**config.mk**
```make
export PLATFORM = sky130hd
export DESIGN_NAME = lcd_cascade_sync
export DESIGN_NICKNAME = d
export VERILOG_FILES = /design/src/core/lcd_cascade_pkg.sv /design/src/core/lcd_clock_source.sv /design/src/core/lcd_cascade_sync.sv
export SDC_FILE = /design/constraint.sdc
export NUM_CORES = 1
export LEC_CHECK = 0
export BUFFER_PORTS_ARGS = -buffer_cell sky130_fd_sc_hd__buf_2
export CAP_MARGIN = 20
export CORE_MARGIN = 2
export CORE_UTILIZATION = 49
export CTS_CLUSTER_DIAMETER = 60
export DETAILED_ROUTE_END_ITERATION = 6
export GPL_TIMING_DRIVEN = 0
export PLACE_DENSITY = 0.78
export SLEW_MARGIN = 25
export SYNTH_ARGS = -nofsm -noshare
export SYNTH_HDL_FRONTEND = slang
export SYNTH_SLANG_ARGS = --single-unit
```
**constraint.sdc**
```tcl
create_clock -name i_clock -period 6.3 [get_ports i_clock]
set_input_delay 0 -clock i_clock [delete_from_list [all_inputs] [get_ports i_clock]]
set_output_delay 0 -clock i_clock [all_outputs]
set_load 0.05 [all_outputs]
```
**src/core/lcd_cascade_pkg.sv**
```systemverilog
`default_nettype none

package lcd_cascade_pkg;

  // system clock
  localparam int unsigned CLK_PERIOD_NS = 20;
  localparam int unsigned CLK_FREQ_HZ   = 50_000_000;

  // internal oscillator, typical frequency on the clock pin
  localparam int unsigned OSC_FREQ_HZ     = 3500;
  localparam int unsigned OSC_HALF_CYCLES = CLK_FREQ_HZ / (2 * OSC_FREQ_HZ);

  // least low time of the sync line
  localparam int unsigned SYNC_LOW_NS     = 100_000;
  localparam int unsigned SYNC_LOW_CYCLES = (SYNC_LOW_NS + CLK_PERIOD_NS - 1) / CLK_PERIOD_NS;

  // oscillator ticks in one backplane phase
  localparam int unsigned PHASE_TICKS = 6;

  // register bus
  localparam int unsigned ADDR_W = 4;
  localparam int unsigned DATA_W = 8;

  localparam logic [ADDR_W-1:0] CTRL_OFFSET   = 4'h0;
  localparam logic [ADDR_W-1:0] STATUS_OFFSET = 4'h4;
  localparam logic [ADDR_W-1:0] SUBADDR_OFFSET = 4'h8;

  // control register fields
  localparam int unsigned CTRL_ENABLE_BIT = 0;
  localparam int unsigned CTRL_MUX_LSB    = 1;
  localparam int unsigned CTRL_SA_BIT     = 3;
  localparam logic [DATA_W-1:0] CTRL_RESET = 8'h00;

  // multiplex modes: active backplanes minus one
  typedef enum logic [1:0] {
    MUX_STATIC,
    MUX_DUPLEX,
    MUX_TRIPLEX,
    MUX_QUAD
  } mux_mode_e;

endpackage

`default_nettype wire

```
**src/core/lcd_clock_source.sv**
```systemverilog
`default_nettype none

// picks the frame time base: divided internal oscillator or the clock pin
module lcd_clock_source #(
  parameter int unsigned HALF_CYCLES = lcd_cascade_pkg::OSC_HALF_CYCLES
) (
  // clock and reset
  input  wire logic i_clock,
  input  wire logic i_nrst,
  // mode
  input  wire logic i_ext_select,
  input  wire logic i_enable,
  // clock pin
  input  wire logic i_clk_pin_in,
  output logic      o_clk_out,
  output logic      o_clk_oe,
  // time base
  output logic      o_tick
);
  import lcd_cascade_pkg::*;

  localparam int unsigned CNT_W = $clog2(HALF_CYCLES + 1);
  localparam logic [CNT_W-1:0] CNT_LAST = CNT_W'(HALF_CYCLES - 1);

  logic [CNT_W-1:0] div_reg;
  logic             osc_reg;
  logic             pin_prev_reg;
  logic             oe_reg;
  logic             osc_wrap;
  logic             osc_rise;
  logic             pin_rise;

  // internal oscillator model: one tick per full period
  assign osc_wrap = (div_reg == CNT_LAST);
  assign osc_rise = osc_wrap && !osc_reg;
  assign pin_rise = i_clk_pin_in && !pin_prev_reg;

  always_ff @(posedge i_clock) begin
    if (!i_nrst) begin
      div_reg      <= '0;
      osc_reg      <= 1'b0;
      pin_prev_reg <= 1'b0;
      oe_reg       <= 1'b0;
    end else begin
      div_reg      <= osc_wrap ? '0 : div_reg + CNT_W'(1);
      osc_reg      <= osc_wrap ? !osc_reg : osc_reg;
      pin_prev_reg <= i_clk_pin_in;
      oe_reg       <= !i_ext_select && i_enable;
    end
  end

  // external mode times the frame from the pin's rising edges only
  assign o_tick    = i_ext_select ? pin_rise : osc_rise;
  assign o_clk_out = osc_reg;
  assign o_clk_oe  = oe_reg;

endmodule

`default_nettype wire

```
**src/core/lcd_cascade_sync.sv**
```systemverilog
// Behaviour
// - device answers when slave bit and two subaddress pins match the addressed device
// - sync pin is two-way; output is open drain with pull-up
// - assert sync at start of the last active backplane phase of each frame; static mode never asserts
// - while not asserting, watch the sync line for other devices' assertions
// - first asserter restores alignment; others jump to its backplane timing
// - after reset every device starts at the same frame position
// - select low: run on internal oscillator and drive it out on clock pin
// - select high: take timing from the external clock pin
// - display disabled stops the clock pin output as well
// - acknowledge leaves on its own line, apart from serial data input
`default_nettype none

module lcd_cascade_sync #(
  parameter int unsigned OSC_HALF  = lcd_cascade_pkg::OSC_HALF_CYCLES,
  parameter int unsigned SYNC_LOW  = lcd_cascade_pkg::SYNC_LOW_CYCLES,
  parameter int unsigned PH_TICKS  = lcd_cascade_pkg::PHASE_TICKS
) (
  // clock and reset
  input  wire logic                                i_clock,
  input  wire logic                                i_nrst,
  // register port
  input  wire logic [lcd_cascade_pkg::ADDR_W-1:0]  i_addr,
  input  wire logic [lcd_cascade_pkg::DATA_W-1:0]  i_wdata,
  input  wire logic                                i_write,
  input  wire logic                                i_read,
  output logic      [lcd_cascade_pkg::DATA_W-1:0]  o_rdata,
  // hardware strap pins
  input  wire logic                                i_hw_subaddr_bit0,
  input  wire logic                                i_hw_subaddr_bit1,
  input  wire logic                                i_clock_source_select,
  // address check from the serial front end
  input  wire logic                                i_cmd_valid,
  input  wire logic                                i_cmd_slave_bit,
  input  wire logic [1:0]                          i_cmd_subaddr,
  output logic                                     o_addr_match,
  // acknowledge line, open drain
  input  wire logic                                i_ack_request,
  output logic                                     o_ack_out_line_out,
  output logic                                     o_ack_out_line_oe,
  // cascade sync line, open drain, active low
  input  wire logic                                i_sync_n_in,
  output logic                                     o_sync_n_out,
  output logic                                     o_sync_n_oe,
  // clock pin, two way
  input  wire logic                                i_clk_pin_in,
  output logic                                     o_clk_pin_out,
  output logic                                     o_clk_pin_oe,
  // backplane timing
  output logic      [1:0]                          o_bp_phase,
  output logic                                     o_backplane_out_0,
  output logic                                     o_frame_start
);
  import lcd_cascade_pkg::*;

  localparam int unsigned TK_W = $clog2(PH_TICKS + 1);
  localparam int unsigned SL_W = $clog2(SYNC_LOW + 1);
  localparam logic [TK_W-1:0] TK_LAST = TK_W'(PH_TICKS - 1);
  localparam logic [SL_W-1:0] SL_LOAD = SL_W'(SYNC_LOW - 1);

  // ---------------------------------------------------------------
  // control and status registers
  // ---------------------------------------------------------------
  logic [DATA_W-1:0] ctrl_reg;
  logic [DATA_W-1:0] rdata_reg;
  logic [DATA_W-1:0] rdata_next;
  logic [DATA_W-1:0] status_word;
  logic [DATA_W-1:0] subaddr_word;
  logic              hit_ctrl;
  logic              hit_status;
  logic              hit_subaddr;
  logic              display_enable;
  logic              slave_bit;
  mux_mode_e         mux_mode;

  // address decode
  assign hit_ctrl    = (i_addr == CTRL_OFFSET);
  assign hit_status  = (i_addr == STATUS_OFFSET);
  assign hit_subaddr = (i_addr == SUBADDR_OFFSET);

  // control fields
  assign display_enable = ctrl_reg[CTRL_ENABLE_BIT];
  assign mux_mode       = mux_mode_e'(ctrl_reg[CTRL_MUX_LSB +: 2]);
  assign slave_bit      = ctrl_reg[CTRL_SA_BIT];

  // ---------------------------------------------------------------
  // frame state
  // ---------------------------------------------------------------
  logic [1:0]      phase_reg;
  logic [1:0]      phase_next;
  logic [TK_W-1:0] tick_cnt_reg;
  logic [TK_W-1:0] tick_cnt_next;
  logic [SL_W-1:0] low_cnt_reg;
  logic [SL_W-1:0] low_cnt_next;
  logic            sync_drive_reg;
  logic            sync_prev_reg;
  logic            frame_start_reg;
  logic            ack_reg;
  logic            tick;
  logic            last_phase_wrap;
  logic            phase_end;
  logic            enter_last;
  logic            sync_fall;
  logic            realign;
  logic [1:0]      last_phase;
  logic            osc_clk;
  logic            osc_oe;

  // time base from the internal divider or the clock pin
  lcd_clock_source #(
    .HALF_CYCLES (OSC_HALF)
  ) u_clock_source (
    .i_clock      (i_clock),
    .i_nrst       (i_nrst),
    .i_ext_select (i_clock_source_select),
    .i_enable     (display_enable),
    .i_clk_pin_in (i_clk_pin_in),
    .o_clk_out    (osc_clk),
    .o_clk_oe     (osc_oe),
    .o_tick       (tick)
  );

  // the pin is only driven in internal mode, and only while displaying
  assign o_clk_pin_out = osc_clk;
  assign o_clk_pin_oe  = osc_oe;

  // ---------------------------------------------------------------
  // addressing and acknowledge
  // ---------------------------------------------------------------
  // the slave bit picks the cluster of four, the pins the device within it
  assign o_addr_match = i_cmd_valid && (i_cmd_slave_bit == slave_bit)
                     && (i_cmd_subaddr == {i_hw_subaddr_bit1, i_hw_subaddr_bit0});

  // acknowledge pulls its own line low; data input is never driven here
  assign o_ack_out_line_out = 1'b0;
  assign o_ack_out_line_oe  = ack_reg;

  // ---------------------------------------------------------------
  // backplane sequencing
  // ---------------------------------------------------------------
  // last active phase index equals the mux mode encoding
  assign last_phase      = mux_mode;
  assign phase_end       = tick && (tick_cnt_reg == TK_LAST);
  assign last_phase_wrap = phase_end && (phase_reg == last_phase);

  // another device's falling edge is only heard while our driver is off
  assign sync_fall = !sync_drive_reg && sync_prev_reg && !i_sync_n_in;
  // follow the first asserter unless already in the last phase ourselves
  assign realign   = sync_fall && (phase_reg != last_phase);

  // entering the last phase starts our own assertion
  assign enter_last = realign
                   || (phase_end && !last_phase_wrap
                       && ((phase_reg + 2'd1) == last_phase));

  always_comb begin
    phase_next    = phase_reg;
    tick_cnt_next = tick_cnt_reg;
    if (realign) begin
      // jump to the start of the last phase, like the asserting device
      phase_next    = last_phase;
      tick_cnt_next = '0;
    end else if (phase_reg > last_phase) begin
      // mux mode shrank below the current phase: restart the frame
      phase_next    = 2'd0;
      tick_cnt_next = '0;
    end else if (phase_end) begin
      phase_next    = last_phase_wrap ? 2'd0 : phase_reg + 2'd1;
      tick_cnt_next = '0;
    end else if (tick) begin
      tick_cnt_next = tick_cnt_reg + TK_W'(1);
    end
  end

  // low time: the counter holds the line SYNC_LOW - 1 cycles after assertion
  always_comb begin
    low_cnt_next = low_cnt_reg;
    if (enter_last) begin
      low_cnt_next = SL_LOAD;
    end else if (low_cnt_reg != '0) begin
      low_cnt_next = low_cnt_reg - SL_W'(1);
    end
  end

  // frame and sync state; reset puts every device at phase 0 together
  always_ff @(posedge i_clock) begin
    if (!i_nrst) begin
      phase_reg    <= 2'd0;
      tick_cnt_reg <= '0;
      low_cnt_reg  <= '0;
    end else begin
      phase_reg    <= phase_next;
      tick_cnt_reg <= tick_cnt_next;
      low_cnt_reg  <= low_cnt_next;
    end
  end

  // sync drive: static mode never asserts, having no entry into its last phase
  always_ff @(posedge i_clock) begin
    if (!i_nrst) begin
      sync_drive_reg  <= 1'b0;
      sync_prev_reg   <= 1'b1;
      frame_start_reg <= 1'b0;
    end else begin
      sync_drive_reg  <= enter_last || (low_cnt_next != '0)
                      || (phase_next == last_phase && !last_phase_wrap
                          && sync_drive_reg);
      sync_prev_reg   <= i_sync_n_in;
      frame_start_reg <= last_phase_wrap;
    end
  end

  // open drain: only ever drive low, release lets the pull-up win
  assign o_sync_n_out = 1'b0;
  assign o_sync_n_oe  = sync_drive_reg;

  // backplane view of the frame
  assign o_bp_phase        = phase_reg;
  assign o_backplane_out_0 = (phase_reg == 2'd0);
  assign o_frame_start     = frame_start_reg;

  // ---------------------------------------------------------------
  // register access
  // ---------------------------------------------------------------
  assign status_word  = {2'b00, i_clock_source_select, !i_sync_n_in,
                         sync_drive_reg, display_enable, phase_reg};
  assign subaddr_word = {5'b00000, slave_bit, i_hw_subaddr_bit1, i_hw_subaddr_bit0};

  // unmapped addresses read as zero
  always_comb begin
    rdata_next = '0;
    if (!i_read) begin
      rdata_next = '0;
    end else if (hit_ctrl) begin
      rdata_next = ctrl_reg;
    end else if (hit_status) begin
      rdata_next = status_word;
    end else if (hit_subaddr) begin
      rdata_next = subaddr_word;
    end
  end

  // control write and one-cycle read data; ack is a registered level
  always_ff @(posedge i_clock) begin
    if (!i_nrst) begin
      ctrl_reg  <= CTRL_RESET;
      rdata_reg <= '0;
      ack_reg   <= 1'b0;
    end else begin
      if (i_write && hit_ctrl) begin
        ctrl_reg <= i_wdata;
      end
      rdata_reg <= rdata_next;
      ack_reg   <= i_ack_request;
    end
  end

  assign o_rdata = rdata_reg;

endmodule

`default_nettype wire

```
# --- Word level (Yosys, flattened, before mapping) ---
# Cells that the tools add are included.
totals:
  reg_bits: 54
  input_bits: 26
  elab_cells: 70
classes:
  addsub: 4
  order_cmp: 1
  n_eq_ne: 10
  muxes: 10
  bitwise_logic: 1
  n_reduce_logical: 31
ops:
  columns: ["op", "n"]
  rows:
  - ["$mux 13", 2]
  - ["$reduce_bool 13->1", 2]
  - ["$logic_and 1x1->1", 15]
  - ["$add 13x1->13 const B", 1]
  - ["$eq 13x13->1 const B", 1]
  - ["$sub 13x1->13 const B", 1]
  - ["$eq 2x2->1", 4]
  - ["$mux 2", 4]
  - ["$mux 8", 1]
  - ["$logic_not 1->1", 6]
  - ["$mux 6", 1]
  - ["$eq 4x3->1 const B", 1]
  - ["$eq 4x4->1 const B", 1]
  - ["$logic_not 4->1", 1]
  - ["$reduce_or 4->1", 1]
  - ["$add 3x1->3 const B", 1]
  - ["$eq 3x3->1 const B", 1]
  - ["$logic_or 1x1->1", 3]
  - ["$mux 3", 1]
  - ["$add 2x1->2 const B", 1]
  - ["$gt 2x2->1", 1]
  - ["$logic_not 2->1", 1]
  - ["$ne 2x2->1", 1]
  - ["$reduce_and 2->1", 1]
  - ["other kinds (4)", 4]

# --- Depth between registers and ports, before layout ---
# Gate-level depths: netlist of run 1.
logic_depth:
  word_depth: 13
  depth_mapped: 9
  ltp_nobuf: 8

# --- Cells and area by module ---
# Synthesis of run 1 repeated with hierarchy kept, for this count alone.
hier_totals:
  cells_unflattened: 303
  area_unflattened_um2: 2665.1
modules_own_cells:
  columns: ["mod", "n_inst", "cells_each", "area_per_inst_um2"]
  rows:
  - ["lcd_cascade_sync", 1, 226, 1943.1]
  - ["lcd_clock_source", 1, 77, 721.9]

# --- Least setup slack after synthesis of run 1 ---
# Ideal clock, no wire load.
synth_path:
  path_type: "register to register"
  start: "register phase_reg[1], in the netlist o_bp_phase[1]"
  end: "register sync_drive_reg, in the netlist o_sync_n_oe"
  arrival_ns: 2.147
  required_ns: 6.170
  slack_ns: 4.023
  stages_incl_launch_ff: 8
  path_buffers: 0
  period_less_slack_ns: 2.277
  cell_sequence: "dfxtp_1 -> ha_1 -> nor2b_1 -> o31ai_1 -> nand3_1 -> mux2i_1 -> mux2i_1 -> o31ai_1"
synth_via:
  elab_chain_cells: 10
  word_cells_on_any_way: 22
  cone_classes: "add/sub: 1; order compare: 1; eq/ne: 4; mux: 5; reduce/logical: 11"
synth_rtl:
  columns: ["element", "line", "source"]
  rows:
  - ["start: declaration", "lcd_cascade_sync.sv:89", "logic [1:0] phase_reg;"]
  - ["start signal: assignment", "lcd_cascade_sync.sv:192", "phase_reg <= phase_next;"]
  - ["parallel branches: the longest is 9 deep, another holds $add 2x1->2", null, null]
  - ["$logic_or 1x1->1 *", "lcd_cascade_sync.sv:206", "|| (phase_next == last_phase && !last_phase_wrap"]
  - ["end signal: assignment", "lcd_cascade_sync.sv:205", "sync_drive_reg <= enter_last || (low_cnt_next != '0)"]
  - ["end: declaration", "lcd_cascade_sync.sv:95", "logic sync_drive_reg;"]
# Every way passes the cells marked *.
# A chain may end at the register's enable or synchronous reset.

# --- Worst setup path in the final report of run 1 ---
layout_path:
  start: "register ctrl_reg[2]"
  end: "register sync_drive_reg, in the netlist o_sync_n_oe"
layout_via:
  elab_chain_cells: 10
  word_cells_on_any_way: 21
  cone_classes: "order compare: 1; eq/ne: 4; mux: 5; reduce/logical: 11"
layout_rtl:
  columns: ["element", "line", "source"]
  rows:
  - ["start: declaration", "lcd_cascade_sync.sv:64", "logic [DATA_W-1:0] ctrl_reg;"]
  - ["start signal: assignment", "lcd_cascade_sync.sv:251", "ctrl_reg <= i_wdata;"]
  - ["$eq 2x2->1", "lcd_cascade_sync.sv:144", "assign last_phase_wrap = phase_end && (phase_reg == last_phase);"]
  - ["$logic_and 1x1->1", "lcd_cascade_sync.sv:144", null]
  - ["$mux 2 or $logic_not 1->1 (tied branches)", "lcd_cascade_sync.sv:168, lcd_cascade_sync.sv:153, lcd_cascade_sync.sv:206", null]
  - ["$mux 2 or $logic_and 1x1->1 (tied branches)", "lcd_cascade_sync.sv:167, lcd_cascade_sync.sv:153", null]
  - ["$mux 2 or $logic_and 1x1->1 (tied branches)", "lcd_cascade_sync.sv:163, lcd_cascade_sync.sv:154", null]
  - ["$mux 2 or $logic_or 1x1->1 (tied branches)", "lcd_cascade_sync.sv:159, lcd_cascade_sync.sv:153", null]
  - ["$eq 2x2->1 or $mux 13 (tied branches)", "lcd_cascade_sync.sv:206, lcd_cascade_sync.sv:178", null]
  - ["$logic_and 1x1->1 or $reduce_bool 13->1 (tied branches)", "lcd_cascade_sync.sv:206, lcd_cascade_sync.sv:205", null]
  - ["$logic_and 1x1->1 or $logic_or 1x1->1 (tied branches)", "lcd_cascade_sync.sv:207, lcd_cascade_sync.sv:205", null]
  - ["$logic_or 1x1->1 *", "lcd_cascade_sync.sv:206", null]
# Every way passes the cells marked *; elsewhere a longest branch is shown, timed or not.

==> out/results.txt, run 1 <==
CP max FO - 6
critical path's largest stage delay - 0.55 ns
clock sink count - 54
Hold-fix buffers, CTS - 13
Setup crit start kind - flop
Total Routed Length - 5010 um
PD cells - 294 nW/um^2
status - completed
worst slew pin tran - 0.665 ns
# DRC - 0
row count - 26
CTS H-tree depth - 2
ys flop type - dfxtp_1
Max IR drop VDD - 139 uV
Final min period - 2.37 ns
I/O Buffers - 42
# setup viols final - 0
Fin. Hold Viols - 0
GR Overflow Total - 0
ANT nets after route - 0
Crit. path cell count - 8
synth warn - 0
critical setup path kind - flop to flop
top post-synthesis cells by area - dfxtp_1 43%, mux2i_1 4.4%, xnor2_1 4.2%
Die W - 75.8 um
most frequent cells in the layout - 54 x dfxtp_1, 42 x buf_2, 27 x nor2_1
RD Place Congestion - 0.850
RSZ-0062 raised after global routing - no
met2 wire length - 2370 um
share of post-route cells with drive strength above 1 - 17.8%
fin crit share - 37.6%
Mapped Area - 2530 sq um
wire length on met3 - 236 um
Crit-path slowest cell - o31ai_1
Area growth, synth to finish - 21.3%
final net count - 372
largest net degree at the start of global routing - 17
Slew headroom - 55.3%
Mean Syn Cell Area - 9.19 sq um
cell depth of the worst hold path - 3
worst-case clock buffer depth - 2
leakage - 0.00133 uW
R2R setup slack - 3.93 ns
Starting Density - 50.1%
vias - 2100
commonest non-fill, non-tap cell in the layout - dfxtp_1
vias in the first global route - 1820
drt first pass iters - 4
Worst-Skew Late Latency - 0.31 ns
initial antenna violation count - 0
dpl hpwl - 3650 um
achievable clock frequency - 422 MHz
Synth cell types - 47
Wirelength per Cell - 12.3 um
arrival time of the worst setup path - 2.56 ns
Post-synth EDFFs - 0
first-pass GRT wire length - 7850 um
# Max-Cap Violations - 0
Hold Slack - 0.0374 ns
Total GRT Usage - 18.0%
Gate Count Post-Synth - 275
Via-to-Cell Ratio - 5.15
Pins Over Slew Limit - 0
sum of negative setup slack - 0 ns
Critical Path End Type - flop
Root Driver - clkbuf_8
CTS tree - yes
Buf+Inv Stages, Crit Path - 1
max layer used - met4
CTS Buf Count - 5
DRT iter0 DRCs - 102
fillcell total - 434
critical path's top delay family - compound AO/OA/AOI/OAI gates
buffer count from post-CTS setup fixing - 0
Tightest Hold Check Type - input port to flop
wire length on met1 - 2340 um
CTS clk-pin slew, worst paths - 0.10 ns
core area - 5040 sq um
CP required - 6.49 ns
area leader, netlist - dfxtp_1
diode count - 0
die area - 5750 sq um
post-synth top area share - 42.8%
asr flop ratio synth - 0%
Yosys reg bits - 54
CTS-repair resized insts - 0
DIE HEIGHT - 75.8 um
Seq/Total Area, Yosys - 42.8%
crit-path cells - inv_1, ha_1, nor2b_1, o31ai_1, nand2_1, mux2i_1, mux2i_1, o31ai_1
IO Pins - 45
worst-case clock skew - 0.00758 ns
fin util - 60.8%
Worst Reg2Reg Path Length in Cells - 8
-- final timing paths --
kind,startpoint,end
setup / recovery,ctrl_reg[2],o_sync_n_oe
hold / removal,i_hw_subaddr_bit1,o_rdata[1]
setup reg to reg,ctrl_reg[2],o_sync_n_oe
hold reg to reg,ctrl_reg[6],o_rdata[6]
-- synth_stat cells (2+ instances only) --
library cell and count:
a211oi_1 4, a21boi_0 4, a21oi_1 12, a22o_1 2, and2_1 6, and3_1 3, and4_1 2, buf_4 2
clkbuf_1 4, dfxtp_1 54, ha_1 8, inv_1 14, mux2i_1 11, nand2_1 19, nand2b_1 5, nand3_1 12
nand4_1 2, nor2_1 27, nor2b_1 11, nor3_1 4, nor3b_1 2, nor4_1 3, o21a_1 4, o21ai_0 6
o31ai_1 7, or3_1 3, or4_1 2, xnor2_1 12, xor2_1 12
-- stage by stage --
stage,setup slack [ns],total power [uW],cells,area [sq um]
2_1_floorplan,4.02,616,276,2530
3_3_place_gp,4.01,666,388,2830
3_5_place_dp,3.97,673,388,2830
4_1_cts,3.97,907,408,3070
5_1_grt,3.72,958,408,3070
6_report,3.93,902,408,3070
-- per-layer routing --
metal	GRT usage, %	vias to the layer above
met1	22.2	971
met5	0	-
met4	5.85	0
li1	-	1080
met2	30.6	44
met3	4.76	5
-- cells by family (layout without fill, tap and decap cells) --
logic type,after synthesis,count (layout),synth area share [%]
other,1,2,0.148
adders and majority gates,8,8,3.96
xor gates and xnor gates,24,24,8.32
buffers and inverters,21,83,3.71
muxes,12,12,4.80
and+or+nand+nor,109,109,23.9
AOI/OAI and AO/OA,46,46,12.4
DFF,54,54,42.8
-- area by class of cell --
cell class                 instances  area [sq um]  share of cell area, %
clock buffer                       5          68.8                   2.24
buffer                             7          41.3                   1.35
multi-input combinational        201          1360                   44.2
tap                               70          87.6                   2.86
sequential                        54          1080                   35.3
clock inverter                     2          38.8                   1.27
inverter                          14          52.6                   1.71
timing repair buffer              55           340                   11.1
-- tightest hold or removal path, delay by kind of cell --
kind	cells	cell delay, ns
AO/OA/AOI/OAI	2	0.20
buffers and inverters	1	0.09
-- where the power goes --
group	switching (uW)	internal, uW
clock network	111	117
logic	146	120
registers	36.8	372
total	293	609
Power figures use the tool's default switching activity.
==> run 2: changes to the inputs <==
--- a/config.mk
+++ b/config.mk
@@ -5,6 +5,7 @@
 export SDC_FILE = /design/constraint.sdc
 export NUM_CORES = 1
 export LEC_CHECK = 0
+export ABC_AREA = 1
 export BUFFER_PORTS_ARGS = -buffer_cell sky130_fd_sc_hd__buf_2
 export CAP_MARGIN = 20
 export CORE_MARGIN = 2
@@ -12,7 +13,7 @@
 export CTS_CLUSTER_DIAMETER = 60
 export DETAILED_ROUTE_END_ITERATION = 6
 export GPL_TIMING_DRIVEN = 0
-export PLACE_DENSITY = 0.78
+export PLACE_DENSITY = 0.81
 export SLEW_MARGIN = 25
 export SYNTH_ARGS = -nofsm -noshare
 export SYNTH_HDL_FRONTEND = slang
==> constraint.sdc (replaced) <==
create_clock -name i_clock -period 1.9 [get_ports i_clock]
set_input_delay 0 -clock i_clock [delete_from_list [all_inputs] [get_ports i_clock]]
set_output_delay 0 -clock i_clock [all_outputs]
set_load 0.05 [all_outputs]
==> out/results.txt, run 2 <==
DRT iter0 DRCs - 137
crit-path cells - inv_1, ha_4, nand2_2, nand4_1, nand2_1, inv_1, nand2_1, inv_1, nand3_1, nand2_1, nor2_2, nand2_1, a21oi_1
RD Place Congestion - 0.915
Max IR drop VDD - 759 uV
CTS clk-pin slew, worst paths - 0.09 ns
dpl hpwl - 4280 um
die area - 6060 sq um
Fin. Hold Viols - 0
fin crit share - 102%
Starting Density - 51.7%
core area - 5170 sq um
commonest non-fill, non-tap cell in the layout - nand2_1
Pins Over Slew Limit - 0
Synth cell types - 40
critical path's largest stage delay - 0.34 ns
Tot Pwr - 3290 uW
leakage - 0.00166 uW
fin util - 66.2%
XOR/XNOR Fraction of Synth Area - 4.59%
Gate Count Post-Synth - 355
arrival time of the worst setup path - 2.18 ns
Final min period - 1.93 ns
achievable clock frequency - 517 MHz
Yosys reg bits - 54
DIE HEIGHT - 77.9 um
synth warn - 0
area leader, netlist - dfxtp_1
Root Driver - clkbuf_8
CP required - 2.14 ns
drt first pass iters - 4
vias - 2571
FF-to-FF Start - ctrl_reg[2]
post-synth top area share - 40.4%
PD cells - 961 nW/um^2
# setup viols final - 1
mux cell area share after synthesis - 0%
CP max FO - 5
Worst-Skew Late Latency - 0.31 ns
setup ws final - -0.0340 ns
first-pass GRT wire length - 10100 um
most frequent cells in the layout - 58 x nand2_1, 53 x inv_1, 48 x dfxtp_1
Wirelength per Cell - 12.8 um
asr flop ratio synth - 0%
Total Routed Length - 6470 um
critical setup path kind - flop to flop
CTS Buf Count - 5
Mapped Area - 2670 sq um
GR Overflow Total - 0
IO Pins - 45
Critical Path Start - ctrl_reg[2]
Critical Path End Type - flop
critical path's top delay family - simple AND/OR/NAND/NOR gates
Via-to-Cell Ratio - 5.07
ys flop type - dfxtp_1
Buf+Inv Stages, Crit Path - 3
Total GRT Usage - 20.7%
worst-case clock buffer depth - 2
most common cell in the netlist - nand2_1
row count - 26
I/O Buffers - 42
vias in the first global route - 2368
Area growth, synth to finish - 28.2%
status - complete, but fails checks
top post-synthesis cells by count - 60 x nand2_1, 56 x inv_1, 54 x dfxtp_1
largest net degree at the start of global routing - 17
clock sink count - 54
HP Start - i_wdata[1]
CTS tree - yes
Die W - 77.9 um
Most Frequent Cell on Critical Path - nand2_1
# Max-Cap Violations - 0
initial antenna violation count - 0
largest family of logic cells by synthesized area - simple AND/OR/NAND/NOR gates
final net count - 470
Tightest Hold Check Type - input port to flop
diode count - 0
share of post-route cells with drive strength above 1 - 25.9%
Seq/Total Area, Yosys - 40.4%
ANT nets after route - 0
Mean Syn Cell Area - 7.53 sq um
Setup crit start kind - flop
failing checks - setup timing
Crit-path slowest cell - dfxtp_2
top post-synthesis cells by area - dfxtp_1 40%, nand2_1 8.4%, inv_1 7.9%
# DRC - 0
CTS H-tree depth - 2
Post-Synth Simple-Gate Area - 31.1%
area fraction in compound gates after synthesis - 10.6%
Placed Cells - 468
Hold Slack - 0.00985 ns
Post-synth EDFFs - 0
worst-case clock skew - 0.00842 ns
Synth Area in Adders - 3.75%
Non-Filler Instances - 507
## run 2: cell count changes in the layout (fill, tap and decap cells not counted), sizes merged, moves of 7 or more
cell and delta:
nand2 +49, inv +44, nor2 +20, buf +16
o21ai +12, mux2i -11, nor2b -11, xnor2 -10
a21oi +8, o31ai -7
## run 2: per-stage QoR
step                      TNS (ns)  setup WS, ns  area, sq um
after floorplan                  0       0.00741         2680
after global placement     -0.0373       -0.0373         2980
after detailed placement   -0.0966       -0.0966         2980
after CTS                        0        0.0199         3270
after global routing        -0.243        -0.178         3430
final                      -0.0340       -0.0340         3430
## run 2: path summary, 6_finish.rpt
| path | to | slack [ns] | depth (start not counted) |
|---|---|---|---|
| setup / recovery | o_sync_n_oe | -0.03 | 13 |
| hold reg to reg | o_rdata[7] | 0.44 | 2 |
| setup reg to reg | o_sync_n_oe | -0.03 | 13 |
| hold / removal | ctrl_reg[1] | 0.01 | 3 |
## run 2: kinds of logic (layout without fill, tap and decap cells)
kind of cell             Yosys count  after routing
AND/OR/NAND/NOR                  163            163
buffers and inverters             64            145
flip-flops                        54             54
AO/OA/AOI/OAI                     51             51
XOR/XNOR                          14             14
adder cells (fa/ha/maj)            8              8
other                              1              2
## run 2: worst register-to-register path, cell delays in order, from the launching register on
cell	delay, ns
dfxtp_2	0.34
inv_1	0.18
ha_4	0.24
nand2_2	0.11
nand4_1	0.21
nand2_1	0.14
inv_1	0.09
nand2_1	0.11
inv_1	0.06
nand3_1	0.07
nand2_1	0.06
nor2_2	0.09
nand2_1	0.06
a21oi_1	0.11
## run 2: timing repair
| item | 4_1_cts | 5_1_grt |
|---|---|---|
| hold buffers | 15 | 0 |
| gates resized for setup | 5 | 16 |
| endpoints found under the hold margin | 15 | 0 |
| pin swaps | 3 | 7 |
| endpoints found under the setup margin | 1 | 12 |
| buffers inserted | 2 | 14 |
## run 2: cell type report
| class | instances | area, sq um |
|---|---|---|
| multi-input combinational | 238 | 1410 |
| fill | 414 | 1750 |
| sequential | 54 | 1090 |
| tap | 70 | 87.6 |
| clock buffer | 5 | 68.8 |
| clock inverter | 3 | 40.0 |
| inverter | 58 | 218 |
| buffer | 6 | 31.3 |
| timing repair buffer | 73 | 480 |
## run 2: layer usage
layer / vias up / wire length, um / GRT usage [%] / part of all wire (%)
met5: - / 0 / 0 / 0
met4: 0 / 177 / 9.46 / 2.7
met3: 18 / 326 / 4.42 / 5.0
met2: 84 / 3120 / 35.3 / 48
met1: 1173 / 2850 / 24.7 / 44
li1: 1296 / - / - / -
## run 2: where the power goes
part	total (uW)	internal (uW)	switching [uW]
clock network	757	388	369
logic	1230	529	697
registers	1310	1230	78.8
